<file path="src/rtl/epp_pkg.sv">
// Constants shared by the parallel port cycle engine and its helpers.
// Assumes a 100 MHz system clock and a 32-bit AXI4-Lite register bus.
package epp_pkg;

  // Register indices; byte address is four times the index
  localparam logic [3:0] IDX_DATA = 4'h0;
  localparam logic [3:0] IDX_STATUS = 4'h1;
  localparam logic [3:0] IDX_CONTROL = 4'h2;
  localparam logic [3:0] IDX_EPP_ADDR = 4'h3;
  localparam logic [3:0] IDX_EPP_DATA0 = 4'h4;
  localparam logic [3:0] IDX_EPP_DATA3 = 4'h7;
  localparam logic [3:0] IDX_MODE = 4'h8;
  localparam int ADDR_W = 6;

  // Control register fields
  localparam int CTL_STROBE = 0;
  localparam int CTL_AUTOFD = 1;
  localparam int CTL_INIT = 2;
  localparam int CTL_SELIN = 3;
  localparam int CTL_IRQE = 4;
  localparam int CTL_PCD = 5;
  localparam int CTL_W = 6;
  localparam logic [5:0] CTL_RESET = 6'h00;

  // Status register fields
  localparam int STS_TIMEOUT = 0;

  // Mode register fields
  localparam int MODE_EPP = 0;
  localparam int MODE_19 = 1;
  localparam logic [1:0] MODE_RESET = 2'h0;

  // Synchroniser vector layout
  localparam int SY_WAIT = 0;
  localparam int SY_PERIPHERAL_INTERRUPT = 1;
  localparam int SY_PE = 2;
  localparam int SY_SLCT = 3;
  localparam int SY_ERR = 4;
  localparam int SY_BUSY = 5;
  localparam int SY_PD = 6;
  localparam int SY_W = 14;

  // Watchdog timing
  localparam int CLK_PERIOD_NS = 10;
  localparam int WDT_TIME_NS = 10000;
  localparam int WDT_CYCLES_I = (WDT_TIME_NS + CLK_PERIOD_NS - 1) / CLK_PERIOD_NS;
  localparam logic [10:0] WDT_CYCLES = WDT_CYCLES_I[10:0];

  // Bus answers
  localparam logic [1:0] RESP_OKAY = 2'h0;
  localparam logic [1:0] RESP_SLVERR = 2'h2;

  // Handshake states
  typedef enum logic [1:0] {
    ST_IDLE = 2'b00,
    ST_ARM = 2'b01,
    ST_STROBE = 2'b10,
    ST_DONE = 2'b11
  } cyc_state_type;

endpackage

</file>
<file path="src/rtl/bit_sync.sv">
// Two-stage synchroniser for a vector of independent levels.
// Assumes each bit is a slow level; no bus coherence across bits.
module bit_sync
  import epp_pkg::*;
#(
  parameter int W = 1
) (
  input wire logic mclk,
  input wire logic srst,
  input wire logic [W-1:0] async_in,
  output logic [W-1:0] sync_out
);

  // First stage, read only by the second stage
  logic [W-1:0] meta_q;

  // One pair of flops per bit
  genvar i;
  generate
    for (i = 0; i < W; i++) begin : g_bit
      always_ff @(posedge mclk) begin
        if (srst) begin
          meta_q[i] <= 1'b0;
          sync_out[i] <= 1'b0;
        end else begin
          meta_q[i] <= async_in[i];
          sync_out[i] <= meta_q[i];
        end
      end
    end
  endgenerate

endmodule

</file>
<file path="src/rtl/epp_cycle_engine.sv">
// Enhanced parallel port cycle engine with its register file.
// Assumes an AXI4-Lite master on mclk and a peripheral on the cable pins.
//
// Our own choices: the register offsets and the AXI4-Lite interface to the registers.
module epp_cycle_engine
  import epp_pkg::*;
(
  input wire logic mclk,
  input wire logic srst,
  input wire logic [ADDR_W-1:0] s_axi_awaddr,
  input wire logic s_axi_awvalid,
  output logic s_axi_awready,
  input wire logic [31:0] s_axi_wdata,
  input wire logic [3:0] s_axi_wstrb,
  input wire logic s_axi_wvalid,
  output logic s_axi_wready,
  output logic [1:0] s_axi_bresp,
  output logic s_axi_bvalid,
  input wire logic s_axi_bready,
  input wire logic [ADDR_W-1:0] s_axi_araddr,
  input wire logic s_axi_arvalid,
  output logic s_axi_arready,
  output logic [31:0] s_axi_rdata,
  output logic [1:0] s_axi_rresp,
  output logic s_axi_rvalid,
  input wire logic s_axi_rready,
  input wire logic [7:0] port_data_in,
  output logic [7:0] port_data_out,
  output logic port_data_oe,
  output logic write_direction_n,
  output logic data_strobe_n,
  output logic address_strobe_n,
  output logic peripheral_reset_n,
  input wire logic peripheral_wait_n,
  input wire logic peripheral_interrupt,
  input wire logic paper_end,
  input wire logic printer_selected,
  input wire logic printer_error_n,
  input wire logic printer_busy,
  output logic interrupt_out
);

  // True for the address port and the four data ports
  function automatic logic is_epp_port(input logic [3:0] idx);
    return (idx >= IDX_EPP_ADDR) && (idx <= IDX_EPP_DATA3);
  endfunction

  // True for any index that holds a register
  function automatic logic is_mapped(input logic [3:0] idx);
    return idx <= IDX_MODE;
  endfunction

  // Synchronised pin levels
  logic [SY_W-1:0] sync_s;
  logic wait_s; // Peripheral wait, high = not waiting
  logic [7:0] pd_s; // Cable data bus as seen in the clock domain

  // Register file
  logic [7:0] data_q; // Shared data/address latch, drives the cable
  logic [CTL_W-1:0] ctrl_q; // Control register bits 0..5
  logic [1:0] mode_q; // Enhanced enable and protocol select
  logic timeout_q; // Sticky watchdog flag
  logic [7:0] capture_q; // Byte caught at the end of a read

  // Bus slave holding registers
  logic aw_have_q;
  logic w_have_q;
  logic ar_have_q;
  logic [3:0] aw_idx_q;
  logic [3:0] ar_idx_q;
  logic [7:0] w_byte_q;
  logic w_lane_q; // Low byte lane enabled

  // Handshake engine
  cyc_state_type state_q, state_d;
  logic cyc_read_q; // Cycle direction, high = read
  logic cyc_addr_q; // Cycle targets the address port
  logic [10:0] wdt_q; // Watchdog cycle count
  logic wdt_fire; // Watchdog reached its limit

  // Decode of what the bus wants this cycle
  logic wr_go; // A write is accepted for action
  logic rd_go; // A read is accepted for action
  logic wr_epp; // The write starts a cable cycle
  logic rd_epp; // The read starts a cable cycle
  logic reg_we; // Plain register write strobe
  logic start_cyc; // Cable cycle begins

  // Pin synchronisers, wait first
  bit_sync #(
    .W(SY_W)
  ) u_sync (
    .mclk(mclk),
    .srst(srst),
    .async_in({port_data_in, printer_busy, printer_error_n, printer_selected,
      paper_end, peripheral_interrupt, peripheral_wait_n}),
    .sync_out(sync_s)
  );

  assign wait_s = sync_s[SY_WAIT];
  assign pd_s = sync_s[SY_PD +: 8];

  // Only one action at a time; writes win a tie with reads
  assign wr_go = aw_have_q && w_have_q && !s_axi_bvalid && (state_q == ST_IDLE);
  assign rd_go = ar_have_q && !wr_go && !s_axi_rvalid && (state_q == ST_IDLE);
  assign wr_epp = wr_go && is_epp_port(aw_idx_q) && mode_q[MODE_EPP] && w_lane_q;
  assign rd_epp = rd_go && is_epp_port(ar_idx_q) && mode_q[MODE_EPP];
  assign reg_we = wr_go && !wr_epp && w_lane_q;
  assign start_cyc = wr_epp || rd_epp;
  assign wdt_fire = (wdt_q >= WDT_CYCLES);

  // Write address channel
  always_ff @(posedge mclk) begin
    if (srst) begin
      aw_have_q <= 1'b0;
      aw_idx_q <= 4'h0;
      s_axi_awready <= 1'b0;
    end else begin
      s_axi_awready <= 1'b0;
      if (wr_go) begin
        aw_have_q <= 1'b0;
      end else if (s_axi_awvalid && !aw_have_q && !s_axi_awready) begin
        aw_have_q <= 1'b1;
        aw_idx_q <= s_axi_awaddr[ADDR_W-1:2];
        s_axi_awready <= 1'b1;
      end
    end
  end

  // Write data channel, only the low lane carries a register
  always_ff @(posedge mclk) begin
    if (srst) begin
      w_have_q <= 1'b0;
      w_byte_q <= 8'h00;
      w_lane_q <= 1'b0;
      s_axi_wready <= 1'b0;
    end else begin
      s_axi_wready <= 1'b0;
      if (wr_go) begin
        w_have_q <= 1'b0;
      end else if (s_axi_wvalid && !w_have_q && !s_axi_wready) begin
        w_have_q <= 1'b1;
        w_byte_q <= s_axi_wdata[7:0];
        w_lane_q <= s_axi_wstrb[0];
        s_axi_wready <= 1'b1;
      end
    end
  end

  // Read address channel
  always_ff @(posedge mclk) begin
    if (srst) begin
      ar_have_q <= 1'b0;
      ar_idx_q <= 4'h0;
      s_axi_arready <= 1'b0;
    end else begin
      s_axi_arready <= 1'b0;
      if (rd_go) begin
        ar_have_q <= 1'b0;
      end else if (s_axi_arvalid && !ar_have_q && !s_axi_arready) begin
        ar_have_q <= 1'b1;
        ar_idx_q <= s_axi_araddr[ADDR_W-1:2];
        s_axi_arready <= 1'b1;
      end
    end
  end

  // Write response; a cable write is only answered when it ends
  always_ff @(posedge mclk) begin
    if (srst) begin
      s_axi_bvalid <= 1'b0;
      s_axi_bresp <= RESP_OKAY;
    end else if (s_axi_bvalid) begin
      // Answer stands until the master takes it
      if (s_axi_bready) begin
        s_axi_bvalid <= 1'b0;
      end
    end else if (state_q == ST_DONE && !cyc_read_q) begin
      s_axi_bvalid <= 1'b1;
      s_axi_bresp <= RESP_OKAY;
    end else if (wr_go && !wr_epp) begin
      // Plain register, unmapped, or cable port outside enhanced mode or with the low lane off
      s_axi_bvalid <= 1'b1;
      s_axi_bresp <= (is_mapped(aw_idx_q) && !is_epp_port(aw_idx_q)) ? RESP_OKAY : RESP_SLVERR;
    end
  end

  // Read response; a cable read is stretched until the byte is caught
  always_ff @(posedge mclk) begin
    if (srst) begin
      s_axi_rvalid <= 1'b0;
      s_axi_rresp <= RESP_OKAY;
      s_axi_rdata <= 32'h0000_0000;
    end else if (s_axi_rvalid) begin
      if (s_axi_rready) begin
        s_axi_rvalid <= 1'b0;
      end
    end else if (state_q == ST_DONE && cyc_read_q) begin
      s_axi_rvalid <= 1'b1;
      s_axi_rresp <= RESP_OKAY;
      s_axi_rdata <= {24'h000000, capture_q};
    end else if (rd_go && !rd_epp) begin
      s_axi_rvalid <= 1'b1;
      s_axi_rresp <= (is_mapped(ar_idx_q) && !is_epp_port(ar_idx_q)) ? RESP_OKAY : RESP_SLVERR;
      unique case (ar_idx_q)
        // Input direction reads the cable, output reads the latch
        IDX_DATA: s_axi_rdata <= {24'h000000, ctrl_q[CTL_PCD] ? pd_s : data_q};
        IDX_STATUS: s_axi_rdata <= {24'h000000, !sync_s[SY_BUSY], sync_s[SY_PERIPHERAL_INTERRUPT],
          sync_s[SY_PE], sync_s[SY_SLCT], sync_s[SY_ERR], 2'b00, timeout_q};
        IDX_CONTROL: s_axi_rdata <= {26'h0000000, ctrl_q};
        IDX_MODE: s_axi_rdata <= {30'h00000000, mode_q};
        default: s_axi_rdata <= 32'h0000_0000;
      endcase
    end
  end

  // Shared data latch; one register serves both port styles
  always_ff @(posedge mclk) begin
    if (srst) begin
      data_q <= 8'h00;
    end else if (wr_epp || (reg_we && aw_idx_q == IDX_DATA)) begin
      data_q <= w_byte_q;
    end
  end

  // Control register; direction bit lives at bit 5
  always_ff @(posedge mclk) begin
    if (srst) begin
      ctrl_q <= CTL_RESET;
    end else if (reg_we && aw_idx_q == IDX_CONTROL) begin
      ctrl_q <= w_byte_q[CTL_W-1:0];
    end
  end

  // Mode register selects enhanced mode and protocol revision
  always_ff @(posedge mclk) begin
    if (srst) begin
      mode_q <= MODE_RESET;
    end else if (reg_we && aw_idx_q == IDX_MODE) begin
      mode_q <= w_byte_q[1:0];
    end
  end

  // Timeout flag; a new timeout beats a clear in the same cycle
  always_ff @(posedge mclk) begin
    if (srst) begin
      timeout_q <= 1'b0;
    end else if ((state_q == ST_ARM || state_q == ST_STROBE) && wdt_fire) begin
      timeout_q <= 1'b1;
    end else if (reg_we && aw_idx_q == IDX_STATUS && w_byte_q[STS_TIMEOUT]) begin
      timeout_q <= 1'b0;
    end
  end

  // Watchdog restarts with every cycle and counts while it runs
  always_ff @(posedge mclk) begin
    if (srst) begin
      wdt_q <= 11'h000;
    end else if (start_cyc) begin
      wdt_q <= 11'h000;
    end else if ((state_q == ST_ARM || state_q == ST_STROBE) && !wdt_fire) begin
      wdt_q <= wdt_q + 11'h001;
    end
  end

  // Cycle attributes caught at start
  always_ff @(posedge mclk) begin
    if (srst) begin
      cyc_read_q <= 1'b0;
      cyc_addr_q <= 1'b0;
    end else if (start_cyc) begin
      cyc_read_q <= rd_epp;
      cyc_addr_q <= rd_epp ? (ar_idx_q == IDX_EPP_ADDR) : (aw_idx_q == IDX_EPP_ADDR);
    end
  end

  // Read byte is caught while the strobe is still on
  always_ff @(posedge mclk) begin
    if (srst) begin
      capture_q <= 8'h00;
    end else if (state_q == ST_STROBE && cyc_read_q && (wait_s || wdt_fire)) begin
      capture_q <= pd_s;
    end
  end

  // Handshake next state
  always_comb begin
    state_d = state_q;
    unique case (state_q)
      ST_IDLE: begin
        if (start_cyc) begin
          // Revision 1.9 waits for the peripheral to show ready first
          state_d = (mode_q[MODE_19] && wait_s) ? ST_ARM : ST_STROBE;
        end
      end
      ST_ARM: begin
        if (wdt_fire) begin
          state_d = ST_DONE;
        end else if (!wait_s) begin
          state_d = ST_STROBE;
        end
      end
      ST_STROBE: begin
        // Wait low stalls; its rise, or the watchdog, ends the cycle
        if (wait_s || wdt_fire) begin
          state_d = ST_DONE;
        end
      end
      ST_DONE: begin
        state_d = ST_IDLE;
      end
    endcase
  end

  // State register
  always_ff @(posedge mclk) begin
    if (srst) begin
      state_q <= ST_IDLE;
    end else begin
      state_q <= state_d;
    end
  end

  // Cable pins, registered from the next state so they line up with it
  always_ff @(posedge mclk) begin
    if (srst) begin
      data_strobe_n <= 1'b1;
      address_strobe_n <= 1'b1;
      write_direction_n <= 1'b1;
      port_data_oe <= 1'b0;
      peripheral_reset_n <= 1'b0;
      port_data_out <= 8'h00;
    end else begin
      peripheral_reset_n <= ctrl_q[CTL_INIT];
      port_data_out <= wr_epp ? w_byte_q : data_q;
      if (state_d == ST_STROBE) begin
        // Strobe bit set in the control register forces write mode
        write_direction_n <= cyc_read_d() && !ctrl_q[CTL_STROBE];
        port_data_oe <= !cyc_read_d() || ctrl_q[CTL_STROBE];
        data_strobe_n <= !(state_d == ST_STROBE && !cyc_addr_d());
        address_strobe_n <= !(state_d == ST_STROBE && cyc_addr_d());
      end else if (state_d != ST_ARM) begin // Armed: lines hold as they were
        // No cycle running: plain or bidirectional port behaviour
        data_strobe_n <= !ctrl_q[CTL_STROBE];
        address_strobe_n <= !ctrl_q[CTL_SELIN];
        write_direction_n <= mode_q[MODE_EPP] ? ctrl_q[CTL_PCD] : !ctrl_q[CTL_AUTOFD];
        port_data_oe <= !ctrl_q[CTL_PCD];
      end
    end
  end

  // Direction of the cycle as it will be on the next edge
  function automatic logic cyc_read_d();
    return start_cyc ? rd_epp : cyc_read_q;
  endfunction

  // Target port of the cycle as it will be on the next edge
  function automatic logic cyc_addr_d();
    logic a;
    a = rd_epp ? (ar_idx_q == IDX_EPP_ADDR) : (aw_idx_q == IDX_EPP_ADDR);
    return start_cyc ? a : cyc_addr_q;
  endfunction

  // Interrupt pin passes through uninverted, gated by its enable
  always_ff @(posedge mclk) begin
    if (srst) begin
      interrupt_out <= 1'b0;
    end else begin
      interrupt_out <= sync_s[SY_PERIPHERAL_INTERRUPT] && ctrl_q[CTL_IRQE];
    end
  end

endmodule

</file>
<file path="config.mk">
export PLATFORM = sky130hd
export DESIGN_NAME = epp_cycle_engine
export DESIGN_NICKNAME = d
export VERILOG_FILES = /design/src/rtl/epp_pkg.sv /design/src/rtl/bit_sync.sv /design/src/rtl/epp_cycle_engine.sv
export SDC_FILE = /design/constraint.sdc
export NUM_CORES = 1
export LEC_CHECK = 0
export BUFFER_PORTS_ARGS = -buffer_cell sky130_fd_sc_hd__buf_2
export CORE_MARGIN = 4
export CORE_UTILIZATION = 45
export CTS_BUF_LIST = sky130_fd_sc_hd__clkbuf_16
export CTS_CLUSTER_DIAMETER = 200
export CTS_CLUSTER_SIZE = 24
export DETAILED_ROUTE_END_ITERATION = 10
export PLACE_DENSITY = 0.78
export SLEW_MARGIN = 10
export SYNTH_ARGS = -nofsm -noshare
export SYNTH_HDL_FRONTEND = slang
export SYNTH_SLANG_ARGS = --single-unit
export TNS_END_PERCENT = 1
</file>
<file path="constraint.sdc">
create_clock -name mclk -period 5.55 [get_ports mclk]
set_input_delay 0.8325 -clock mclk [delete_from_list [all_inputs] [get_ports mclk]]
set_output_delay 0.8325 -clock mclk [all_outputs]
set_load 0.01 [all_outputs]
</file>
**Word-level counts from Yosys, hierarchy flattened**

Index checks and enable logic that the tools add are counted.

- Register bits after elaboration: 143
- Bits in latches: 0
- Memory bits (writable): 0
- Bits in read-only memories: 0
- Input bits: 69
- Output and inout port bits: 55
- Logic and storage cells: 210
- Memories kept: 0

- $add $sub $neg: 1
- Multiply operators: 0
- Divide/modulo/power cells: 0
- Magnitude comparators: 7
- Eq/ne operators: 13
- Shift-type cells: 0
- Muxes and demuxes: 42
- Bitwise gates (word level): 4
- Reductions and logical operators: 84

Operators with widths:

| cell | number |
|---|---|
| $mux 32 | 2 |
| $logic_and 1x1->1 | 40 |
| $pmux 8 s4 | 1 |
| $mux 1 | 25 |
| $logic_not 1->1 | 24 |
| $mux 2 | 11 |
| $eq 4x2->1 const B | 4 |
| $mux 8 | 2 |
| $add 11x1->11 const B | 1 |
| $ge 11x10->1 const B | 1 |
| $reduce_and 2->1 | 5 |
| $eq 4x1->1 const B | 2 |
| $eq 4x4->1 const B | 2 |
| $ge 4x2->1 const B | 2 |
| $le 4x3->1 const B | 2 |
| $le 4x4->1 const B | 2 |
| $logic_not 4->1 | 2 |
| $pmux 2 s4 | 1 |
| $reduce_bool 2->1 | 4 |
| $eq 2x2->1 const B | 3 |
| $reduce_or 2->1 | 3 |
| $logic_or 1x1->1 | 5 |
| $not 1->1 | 4 |
| $eq 2x1->1 const B | 1 |
| 2 further kinds | 2 |

**Depth between registers and ports, before layout**

Gate-level depths: netlist of run 1.

- Depth in word-level cells: 16
- Depth in mapped cells: 11
- Gate-level depth less buffers: 9

**Modules after synthesis**

From an unflattened synthesis of run 1, not the netlist that was laid out.

- Cell total of the unflattened synthesis: 522
- Area total of the unflattened synthesis: 4958.5 um^2

Modules (own cells, without submodules):

| module | instances | cells each | area each (um^2) | seq. area each (um^2) |
|---|---|---|---|---|
| epp_cycle_engine | 1 | 464 | 4180.3 | 1781.7 |
| bit_sync | 1 | 58 | 778.2 | 560.5 |

**Least setup slack after synthesis of run 1**

OpenSTA, ideal clock, no wires.

- Kind: flip-flop to flip-flop
- From: register state_q[0]
- To: register write_direction_n
- Setup time: 115 ps
- Data arrival time: 2384 ps
- Required time: 5435 ps
- Path slack: 3050 ps
- Stages on the path, launching flop included: 11
- Buffers on the path: 1
- Period minus slack after synthesis: 2500 ps
- Cell sequence: dfxtp_1 -> inv_1 -> ha_1 -> and4b_1 -> buf_6 -> and4b_4 -> or4b_4 -> o311ai_4 -> nand2_1 -> or2_2 -> a31o_1

- Cells in the longest elaborated chain, start to end: 13
- Elaborated cells on any way between the ends: 26
- Those cells by class: eq/ne: 5; mux: 7; reduce/logical: 14

RTL lines:

| element | line | source |
|---|---|---|
| from (decl) | epp_cycle_engine.sv:75 | `cyc_state_type state_q, state_d;` |
| from (signal assigned) | epp_cycle_engine.sv:320 | `state_q <= state_d;` |
| $logic_not 2->1 | epp_cycle_engine.sv:104, epp_cycle_engine.sv:105, epp_cycle_engine.sv:289 |  |
| $logic_and 1x1->1 | epp_cycle_engine.sv:104 | `assign wr_go = aw_have_q && w_have_q && !s_axi_bvalid && (state_q == ST_IDLE);` |
| $logic_not 1->1 | epp_cycle_engine.sv:105 | `assign rd_go = ar_have_q && !wr_go && !s_axi_rvalid && (state_q == ST_IDLE);` |
| $logic_and 1x1->1 (3 in a row) | epp_cycle_engine.sv:105 |  |
| $logic_and 1x1->1 (2 in a row) | epp_cycle_engine.sv:107 | `assign rd_epp = rd_go && is_epp_port(ar_idx_q) && mode_q[MODE_EPP];` |
| $logic_or 1x1->1 | epp_cycle_engine.sv:109 | `assign start_cyc = wr_epp \|\| rd_epp;` |
| $mux 2 | epp_cycle_engine.sv:291 | `if (start_cyc) begin` |
| $pmux 2 s4 | epp_cycle_engine.sv:289 | `unique case (state_q)` |
| $eq 2x2->1 / $ne 2x1->1 (equally long branches) | epp_cycle_engine.sv:336, epp_cycle_engine.sv:342 |  |
| $mux 1 / $reduce_bool 2->1 (equally long branches) | - |  |
| to (signal assigned) | epp_cycle_engine.sv:338 | `write_direction_n <= cyc_read_d() && !ctrl_q[CTL_STROBE];` |
| to (signal assigned) | epp_cycle_engine.sv:346 | `write_direction_n <= mode_q[MODE_EPP] ? ctrl_q[CTL_PCD] : !ctrl_q[CTL_AUTOFD];` |
| to (decl) | epp_cycle_engine.sv:30 | `output logic write_direction_n,` |

Parallel ways exist; a longest one is shown, timed or not.
A chain may end at the register's enable or synchronous reset.

**Worst setup path after layout of run 1**

Same ends and word-level chain as after synthesis.

==> results.md, run 1 <==
* TritonCTS Buffers at 17
* Filler cells at just over 900
* WS Path Type: register to register
* CTS tree: built
* Mean number of vias per cell at between 5 and 6
* Reg area at between 2000 and 2500 um2
* DIE AREA at roughly 13000 um2
* Synth async-reset ratio at 0
* Slew @ Worst Pin at approximately 1100 ps
* Chip Width at roughly 110 um
* # DRC at 0
* CP arrival at between 3000 and 4000 ps
* Hold WS at between 400 and 500 ps
* Clock Path Buffers at 2
* Grt total ovfl at 0
* Post-CTS sizing at 0
* WL/cell at about 14 um
* WP data required at between 5000 and 6000 ps
* Footprint of the multi-input gates at around 2300 um2
* Max Clk Rate at approximately 360 MHz
* Initial Util at 0.466
* EDFF count, synth at 0
* # hold bufs at CTS at 0
* Num ports at 124
* Clock Skew at ~7.6 ps
* Std-Cell Core Area at 10500 um2
* Antenna violations before repair at 0
* DR top layer: met4
* Synth Area per Inst at 9.29 um2
* Slew HR at 0.249
* Routed Wire Length at about 10000 um
* Total number of vias at 3719
* Synth Register Bits at 117
* Post-Syn Area at slightly below 5000 um2
* Initial DRC Count at between 150 and 200
* Final setup viols at 0
* Worst VDD drop at 215 uV
* Root Buffer Master: clkbuf_16
* Reg clk slew, reported paths at 60 ps
* Tcrit/Tclk final at 0.506
* Die height at about 110 um
* Post-CTS Setup Inserts at 0
* Syn. warnings at 0
* Status: completed
* Met1 WL at about 4800 um
* Fraction of layout cells with a size suffix above 1 at 0.178
* P&R area growth vs syn at 17.7%
* Worst Setup End Kind: register
* Setup TNS at 0 ps
* DR WL met2 at 4790 um
* Slew Viols, Final at 0
* Type of origin of the critical path: register
* Ratio of total power to cell area at 404 nW/um2
* Synthesized instance count at between 500 and 600
* Critical-path maximum fanout at 14
* Pre-antenna DRT Iters at 5
* Placer Congestion at 0.853
* Max Cap Viol at 0
* Nets at around 660
* First-pass GRT wire length at roughly 17000 um
* DRT antenna net count at 0
* Unrepaired setup endpoints after global routing: no
* Antenna diode count at 0
* Largest net degree at the start of global routing at around 110
* H-tree depth at 4
* Vias in the first global route at 3607
* Fin. Hold Viols at 0
* Post-synth top flop: dfxtp_1
* Worst min path class: register to register
* Dpl hpwl at about 7400 um
* CTS Sinks at between 100 and 150
* Skew-Pair Late Insertion Delay at ~400 ps
* Std cell rows at 37
* Port Buf Inserts at 66
* Sequential area share after synthesis at 0.480
* Leak at between 0.002 and 0.0025 uW
* Min cycle time layout at approximately 2800 ps
* Routed length on met3 at 699 um
* Count of different cell masters after synthesis at 57
* GRT Util Overall at 0.166
[state kept, by name (all words and copies together) (netlist names), 2 cells and up]
name and cells:
u_sync.meta_q 14, u_sync.sync_out 14, wdt_q 11, capture_q 8
data_q 8, port_data_out 8, s_axi_rdata 8, w_byte_q 8
ctrl_q 6, ar_idx_q 4, aw_idx_q 4, mode_q 2
state_q 2
[routing by layer]
metal,track usage,vias up
met5,0,-
met4,0.0617,0
met3,0.0480,12
met2,0.261,113
met1,0.217,1732
li1,-,1862
[worst paths after layout]
path	slack (ps)	startpoint	end	cells after the start
setup / recovery	2740	state_q[0]	write_direction_n	9
hold reg to reg	440	u_sync.meta_q[4]	u_sync.sync_out[4]	1
hold / removal	440	u_sync.meta_q[4]	u_sync.sync_out[4]	1
setup reg to reg	2740	state_q[0]	write_direction_n	9
[worst max-delay path, stage by stage (launching register included)]
cell and delay (ps):
dfxtp_1 410, inv_1 140, ha_1 270, and4b_1 250
and4b_4 290, o211a_1 260, a211oi_2 410, nand2_1 160
or2_2 300, a31o_1 210
[synth_stat cells, types with 2 or more instances]
master,number,share of area
a211oi_1,9,0.014
a21oi_1,30,0.031
a22oi_1,5,0.0077
a31o_1,2,0.0036
a32oi_1,2,0.0036
and3_1,2,0.0026
buf_1,5,0.0038
buf_4,26,0.040
clkbuf_1,20,0.015
dfxtp_1,117,0.48
ha_1,8,0.021
inv_1,12,0.0092
maj3_1,2,0.0041
mux2i_1,49,0.10
nand2_1,34,0.026
nand2b_1,4,0.0051
nand3_1,8,0.0082
nand4_1,3,0.0038
nor2_1,87,0.067
nor2b_1,37,0.047
nor3_1,5,0.0051
nor3b_1,3,0.0046
o211a_1,3,0.0062
o211ai_1,3,0.0046
o21ai_0,9,0.0092
o31ai_1,2,0.0031
or2_2,2,0.0026
or3_1,2,0.0026
xor2_1,6,0.011
[cell type report]
type	instances	area share
Timing Repair Buffer	67	0.0592
Tap cell	136	0.0296
Multi-Input combinational cell	369	0.399
Sequential cell	117	0.408
Clock buffer	17	0.0741
Clock inverter	15	0.0229
Inverter	12	0.00784
[logic make-up (layout without fill, tap and decap cells)]
| kind of cell | Yosys count | count (layout) | share of synthesized area |
|---|---|---|---|
| other cells | 1 | 26 | 0.000769 |
| simple gates | 197 | 197 | 0.197 |
| mux | 49 | 49 | 0.101 |
| xor+xnor | 8 | 8 | 0.0159 |
| compound gates | 79 | 79 | 0.111 |
| buf+inv | 64 | 111 | 0.0708 |
| fa+ha+maj | 10 | 10 | 0.0246 |
| flops | 117 | 117 | 0.480 |
[through the flow]
stage | instance area (um2) | setup slack, ps | total power [uW] | util | instances
2_1_floorplan | 4970 | 3050 | 1240 | - | 550
3_3_place_gp | 5190 | 2830 | 1310 | 0.496 | 701
3_5_place_dp | 5190 | 2770 | 1330 | 0.496 | 701
4_1_cts | 5740 | 2750 | 2330 | 0.549 | 733
5_1_grt | 5740 | 2560 | 2430 | 0.549 | 733
6_report | 5740 | 2740 | 2320 | 0.549 | 733
[placed cells by master, fill, tap and decap left out, drive strengths merged, types with 4 or more instances in the layout]
| cell | synthesis | routed |
|---|---|---|
| dfxtp | 117 | 117 |
| nor2 | 87 | 87 |
| buf | 32 | 67 |
| mux2i | 49 | 49 |
| nor2b | 37 | 37 |
| nand2 | 34 | 34 |
| a21oi | 30 | 30 |
| conb | 1 | 26 |
| clkbuf | 20 | 17 |
| inv | 12 | 15 |
| a211oi | 10 | 10 |
| o21ai | 9 | 9 |
| nand3 | 8 | 8 |
| ha | 8 | 8 |
| xor2 | 7 | 7 |
| clkinvlp | 0 | 6 |
| nor3 | 5 | 5 |
| a22oi | 5 | 5 |
| clkinv | 0 | 5 |
| nand2b | 4 | 4 |
[power by group]
group | internal (uW) | switching [uW]
sequential | 901 | 54.0
combinational | 153 | 208
clock | 615 | 391
total | 1670 | 653
No activity file was read; power rests on OpenSTA's default activity.
==> inputs of run 2 (changes only) <==
Settings changed: PLACE_DENSITY 0.78 to 0.81.
Clock period 5.55 ns to 2.44 ns, I/O delays scaled along.
==> run 2 against run 1 <==
Net effect:
- non-clock buffer count rose by 19
- via count rose by 2.9%
- clock power rose by 120%
- total power rose by 130%
- core utilization rose by 1.4 points
- design area rose by 2.5%
- die area did not move
- highest routed layer unchanged
==> results.md, run 2 (synthesized netlist as in run 1, its figures left out) <==
* Status: completed
* Num ports at around 120
* Footprint of the multi-input gates at about 2300 um2
* Filler cells at 912
* Initial Util at 0.466
* Worst Setup End Kind: register
* CTS tree: built
* Antenna diode count at 0
* Root Buffer Master: clkbuf_16
* Global routing met2 resource utilization at 0.281
* P&R area growth vs syn at 20.7%
* Routed Wire Length at 10800 um
* Max Clk Rate at 428 MHz
* Leak at ~0.0025 uW
* Finished Cell Area at between 5000 and 6000 um2
* Regs by FF count: u_sync.meta_q: 14 flops, u_sync.sync_out: 14 flops, wdt_q: 11 flops
* Highest-count cells in the layout ignoring fill and taps: dfxtp_1, nor2_1, buf_2, mux2i_1, nor2b_1
* Tcrit/Tclk final at 0.958
* CTS Sinks at ~120
* Reg area at about 2300 um2
* DIE AREA at 12600 um2
* Nets at 680
* Min cycle time layout at approximately 2300 ps
* Met1 Use GR at 0.214
* Std-Cell Core Area at 10500 um2
* Hold WS at 173 ps
* Port Buf Inserts at between 60 and 70
* Clock Skew at 6.09 ps
* Fin. Hold Viols at 0
* H-tree depth at 4
* Total Power at ~5300 uW
* Die height at about 110 um
* Skew-Pair Late Insertion Delay at 400 ps
* Final core occ at 0.563
* Mean number of vias per cell at between 5 and 6
* Dpl hpwl at about 7800 um
* WP depth at 9
* # hold bufs at CTS at 0
* Met3 Usage GRT at 0.0523
* Final setup viols at 0
* First-pass GRT wire length at around 18000 um
* WL/cell at between 10 and 15 um
* Clock Path Buffers at 2
* Unrepaired setup endpoints after global routing: no
* TritonCTS Buffers at 17
* Worst stage delay on the critical path at 530 ps
* Delay-heaviest family, CP: simple AND/OR/NAND/NOR gates
* FF-to-FF setup slack at 100 ps
* Vias in the first global route at 3702
* Most common cell after layout, fill and taps aside: dfxtp_1
* Antenna violations before repair at 0
* Slew Viols, Final at 0
* Ratio of total power to cell area at 903 nW/um2
* Grt total ovfl at 0
* Setup TNS at 0 ps
* CP arrival at 2630 ps
* Max Cap Viol at 0
* Initial DRC Count at between 200 and 250
* Critical-path maximum fanout at 6
* Slew @ Worst Pin at 1100 ps
* Slowest-stage cell, CP: or4b_4
* CP Buf/Inv Count at 1
* Slew HR at 0.268
* Fraction of layout cells with a size suffix above 1 at 0.209
* Reg clk slew, reported paths at roughly 50 ps
* Placed inst area at 5310 um2
* Chip Width at 112 um
* Total number of vias at ~3.8k
* GRT Util Overall at 0.173
* Type of origin of the critical path: register
* # DRC at 0
* Std cell rows at 37
* Critical Path Start: state_q[0]
* Crit path to: write_direction_n
* Cell Chain, Critical Path: inv_2 -> ha_4 -> and4b_1 -> and4b_4 -> or4b_4 -> o311ai_4 -> xor2_2 -> o211ai_1 -> a31o_1
* WP data required at 2730 ps
* FF-to-FF Start: state_q[0]
* Worst min path class: input pin to register
* Reg2Reg Depth at 9
* FF-to-FF End: write_direction_n
* Placer Congestion at 0.854
* Worst VDD drop at 438 uV
* Largest net degree at the start of global routing at 59
* DRT antenna net count at 0
* WS Path Type: register to register
* Pre-antenna DRT Iters at 4
* GR peak layer: met2
[run 2: changes by cell type in the layout (fill, tap and decap cells not counted), moves of 2 or more]
cell / delta
inv_2: +2
o21ai_1: +2
inv_6: -2
dfxtp_2: +2
clkinv_2: +3
buf_4: +18
o21ai_0: -2
dfxtp_1: -2
[run 2: worst min path at each step]
stage | startpoint | to | slack, ps | cells after the start
after detailed placement | u_sync.meta_q[10] | u_sync.sync_out[10] | 420 | 1
after CTS | paper_end | u_sync.meta_q[2] | 160 | 2
final | paper_end | u_sync.meta_q[2] | 170 | 2
after global placement | u_sync.meta_q[0] | u_sync.sync_out[0] | 430 | 1
after global routing | printer_error_n | u_sync.meta_q[4] | 170 | 2
after floorplan | u_sync.meta_q[0] | u_sync.sync_out[0] | 410 | 1
[run 2: cell type report]
cell class,count,area share
inverters,12,0.00765
multi-input cells,369,0.391
clock inverters,15,0.0198
repair buffers,86,0.0816
flip-flops and latches,117,0.398
well taps,136,0.0289
clock buffers,17,0.0723
[run 2: what timing repair did]
action / CTS / global route
setup endpoints to repair: 1 / 4
pin swaps: 1 / 2
gates resized for setup: 1 / 5
buffers inserted: 0 / 3
[run 2: metrics by stage]
stage	setup WS [ps]	cells
floorplan	19.2	550
global placement	69.5	717
detailed placement	-4.18	717
CTS	22.4	749
global route	0.0964	752
finish	102	752
[run 2: per-layer routing]
metal  wire (um)  part of all wire
met1        4750              0.44
met3         710             0.066
met5           0                 0
met2        5130              0.48
met4         200             0.019
[run 2: where the power goes]
part / switching, uW / internal [uW]
combinational: 521 / 423
sequential: 99.8 / 2050
clock: 841 / 1380
total: 1460 / 3850
==> inputs of run 3 (changes only) <==
Settings changed: CORE_UTILIZATION 45 to 48, PLACE_DENSITY 0.81 to 0.85.
==> run 3 against run 2 <==
Net effect:
- final cell count is 0.40% lower
- sequential power barely moved
- core utilization is 5.2 points higher
==> results.md, run 3 (synthesized netlist as in run 1, its figures left out) <==
* Status: completed
* CTS Sinks at roughly 120
* Most common cell after layout, fill and taps aside: dfxtp_1
* CTS tree: built
* Slowest-stage cell, CP: or4b_4
* Pre-antenna DRT Iters at 5
* Hold_sp: port_data_in[1]
* Nets at 680
* First-pass GRT wire length at 18900 um
* # DRC at 0
* Routed Wire Length at about 12000 um
* Slew HR at 0.291
* Worst Setup End Kind: register
* Highest-count cells in the layout ignoring fill and taps: dfxtp_1, nor2_1, buf_2, mux2i_1, nor2b_1
* Initial Util at 0.497
* Skew-Pair Late Insertion Delay at a little over 400 ps
* Std cell rows at 36
* Worst stage delay on the critical path at approximately 560 ps
* Critical-path maximum fanout at 5
* Max Clk Rate at ~410 MHz
* Setup TNS at 0 ps
* Antenna diode count at 0
* Clock Path Buffers at 2
* Tcrit/Tclk final at 0.992
* Fraction of layout cells with a size suffix above 1 at 0.214
* Antenna violations before repair at 0
* Regs by FF count: u_sync.meta_q: 14 flops, u_sync.sync_out: 14 flops, wdt_q: 11 flops
* WL/cell at around 16 um
* Ratio of total power to cell area at 988 nW/um2
* Die height at 109 um
* Total Power at between 5000 and 6000 uW
* Port Buf Inserts at 66
* Fin. Hold Viols at 0
* GRT Util Overall at 0.206
* Cell Chain, Critical Path: inv_2 -> ha_4 -> and4b_1 -> and4b_4 -> or4b_4 -> o311ai_4 -> nand2_2 -> or2_2 -> a31o_1
* DRT antenna net count at 0
* Largest net degree at the start of global routing at 90
* Slew Viols, Final at 0
* Final core occ at 0.615
* Dpl hpwl at 7820 um
* Reg clk slew, reported paths at 50 ps
* Vias in the first global route at between 3k and 4k
* H-tree depth at 4
* Worst min path class: input pin to register
* TritonCTS Buffers at 17
* P&R area growth vs syn at 23.8%
* Clock Skew at between 10 and 15 ps
* Final setup viols at 0
* FF-to-FF Start: state_q[1]
* DIE AREA at roughly 12000 um2
* Grt total ovfl at 0
* WS Path Type: register to register
* Root Buffer Master: clkbuf_16
* Slew @ Worst Pin at between 1000 and 1500 ps
* Delay-heaviest family, CP: simple AND/OR/NAND/NOR gates
* WP data required at 2750 ps
* Type of origin of the critical path: register
* Worst VDD drop at between 500 and 600 uV
* Initial DRC Count at 334
* Total number of vias at 4008
* Max Cap Viol at 0
* Placer Congestion at 0.851
* Min cycle time layout at ~2400 ps
* CP Buf/Inv Count at 1
* Critical Path Start: state_q[1]
* Mean number of vias per cell at ~5.4
* Chip Width at roughly 110 um
* Num ports at between 100 and 150
* Leak at approximately 0.0026 uW
* CP arrival at between 2000 and 3000 ps
* Std-Cell Core Area at 9820 um2
==> run 3: changes by cell type in the layout (fill, tap and decap cells not counted), sizes merged <==
cell | previous run | this run
inv | 14 | 12
bufinv | 1 | 6
clkinvlp | 5 | 4
clkinv | 7 | 5
==> run 3: repair_timing <==
action	in CTS	in global routing
endpoints found under the setup margin	2	4
hold buffers	0	0
pin swaps	3	3
buffers inserted	3	1
cloned	0	0
resized for setup	5	4
==> run 3: worst paths after layout <==
| path | to | slack (ps) | cells past startpoint |
|---|---|---|---|
| max | write_direction_n | 20 | 9 |
| min | u_sync.meta_q[7] | 160 | 2 |
| max reg2reg | write_direction_n | 20 | 9 |
| min reg2reg | u_sync.sync_out[0] | 430 | 1 |
==> run 3: report_power, final <==
| group | internal (uW) | total [uW] | switching, uW |
|---|---|---|---|
| combinational | 460 | 1040 | 576 |
| sequential | 2050 | 2150 | 102 |
| clock | 1900 | 2770 | 874 |
==> run 3: worst register-to-register path: stages (launching register included) <==
cell,delay [ps]
dfxtp_2,340
inv_2,60
ha_4,160
and4b_1,180
and4b_4,230
or4b_4,560
o311ai_4,130
nand2_2,140
or2_2,310
a31o_1,200
==> run 3: layout make-up <==
cell class | count | area (um2)
clock buffer | 17 | 425
clock inverter | 15 | 235
fill | 768 | 3780
inverter | 12 | 45.0
multi-input combinational | 369 | 2320
sequential | 117 | 2340
tap | 133 | 166
timing repair buffer | 86 | 497
==> run 3: through the flow <==
| step | setup slack, ps | cell area [um2] | cells | hold slack [ps] |
|---|---|---|---|---|
| detailed placement | -1.36 | 5310 | 713 | 425 |
| global placement | 76.3 | 5310 | 713 | 424 |
| floorplan | 19.2 | 4970 | 550 | 414 |
| CTS | 20.8 | 6010 | 748 | 157 |
| finish | 20.4 | 6040 | 749 | 161 |
| global route | -21.6 | 6040 | 749 | 164 |
==> run 3: metal layers <==
layer / routed length, um / part of all wire / GRT usage / vias up
li1: - / - / - / 1893
met2: 5960 / 0.50 / 0.353 / 188
met5: 0 / 0 / 0 / -
met1: 4750 / 0.40 / 0.234 / 1891
met4: 327 / 0.027 / 0.0911 / 0
met3: 920 / 0.077 / 0.0639 / 36
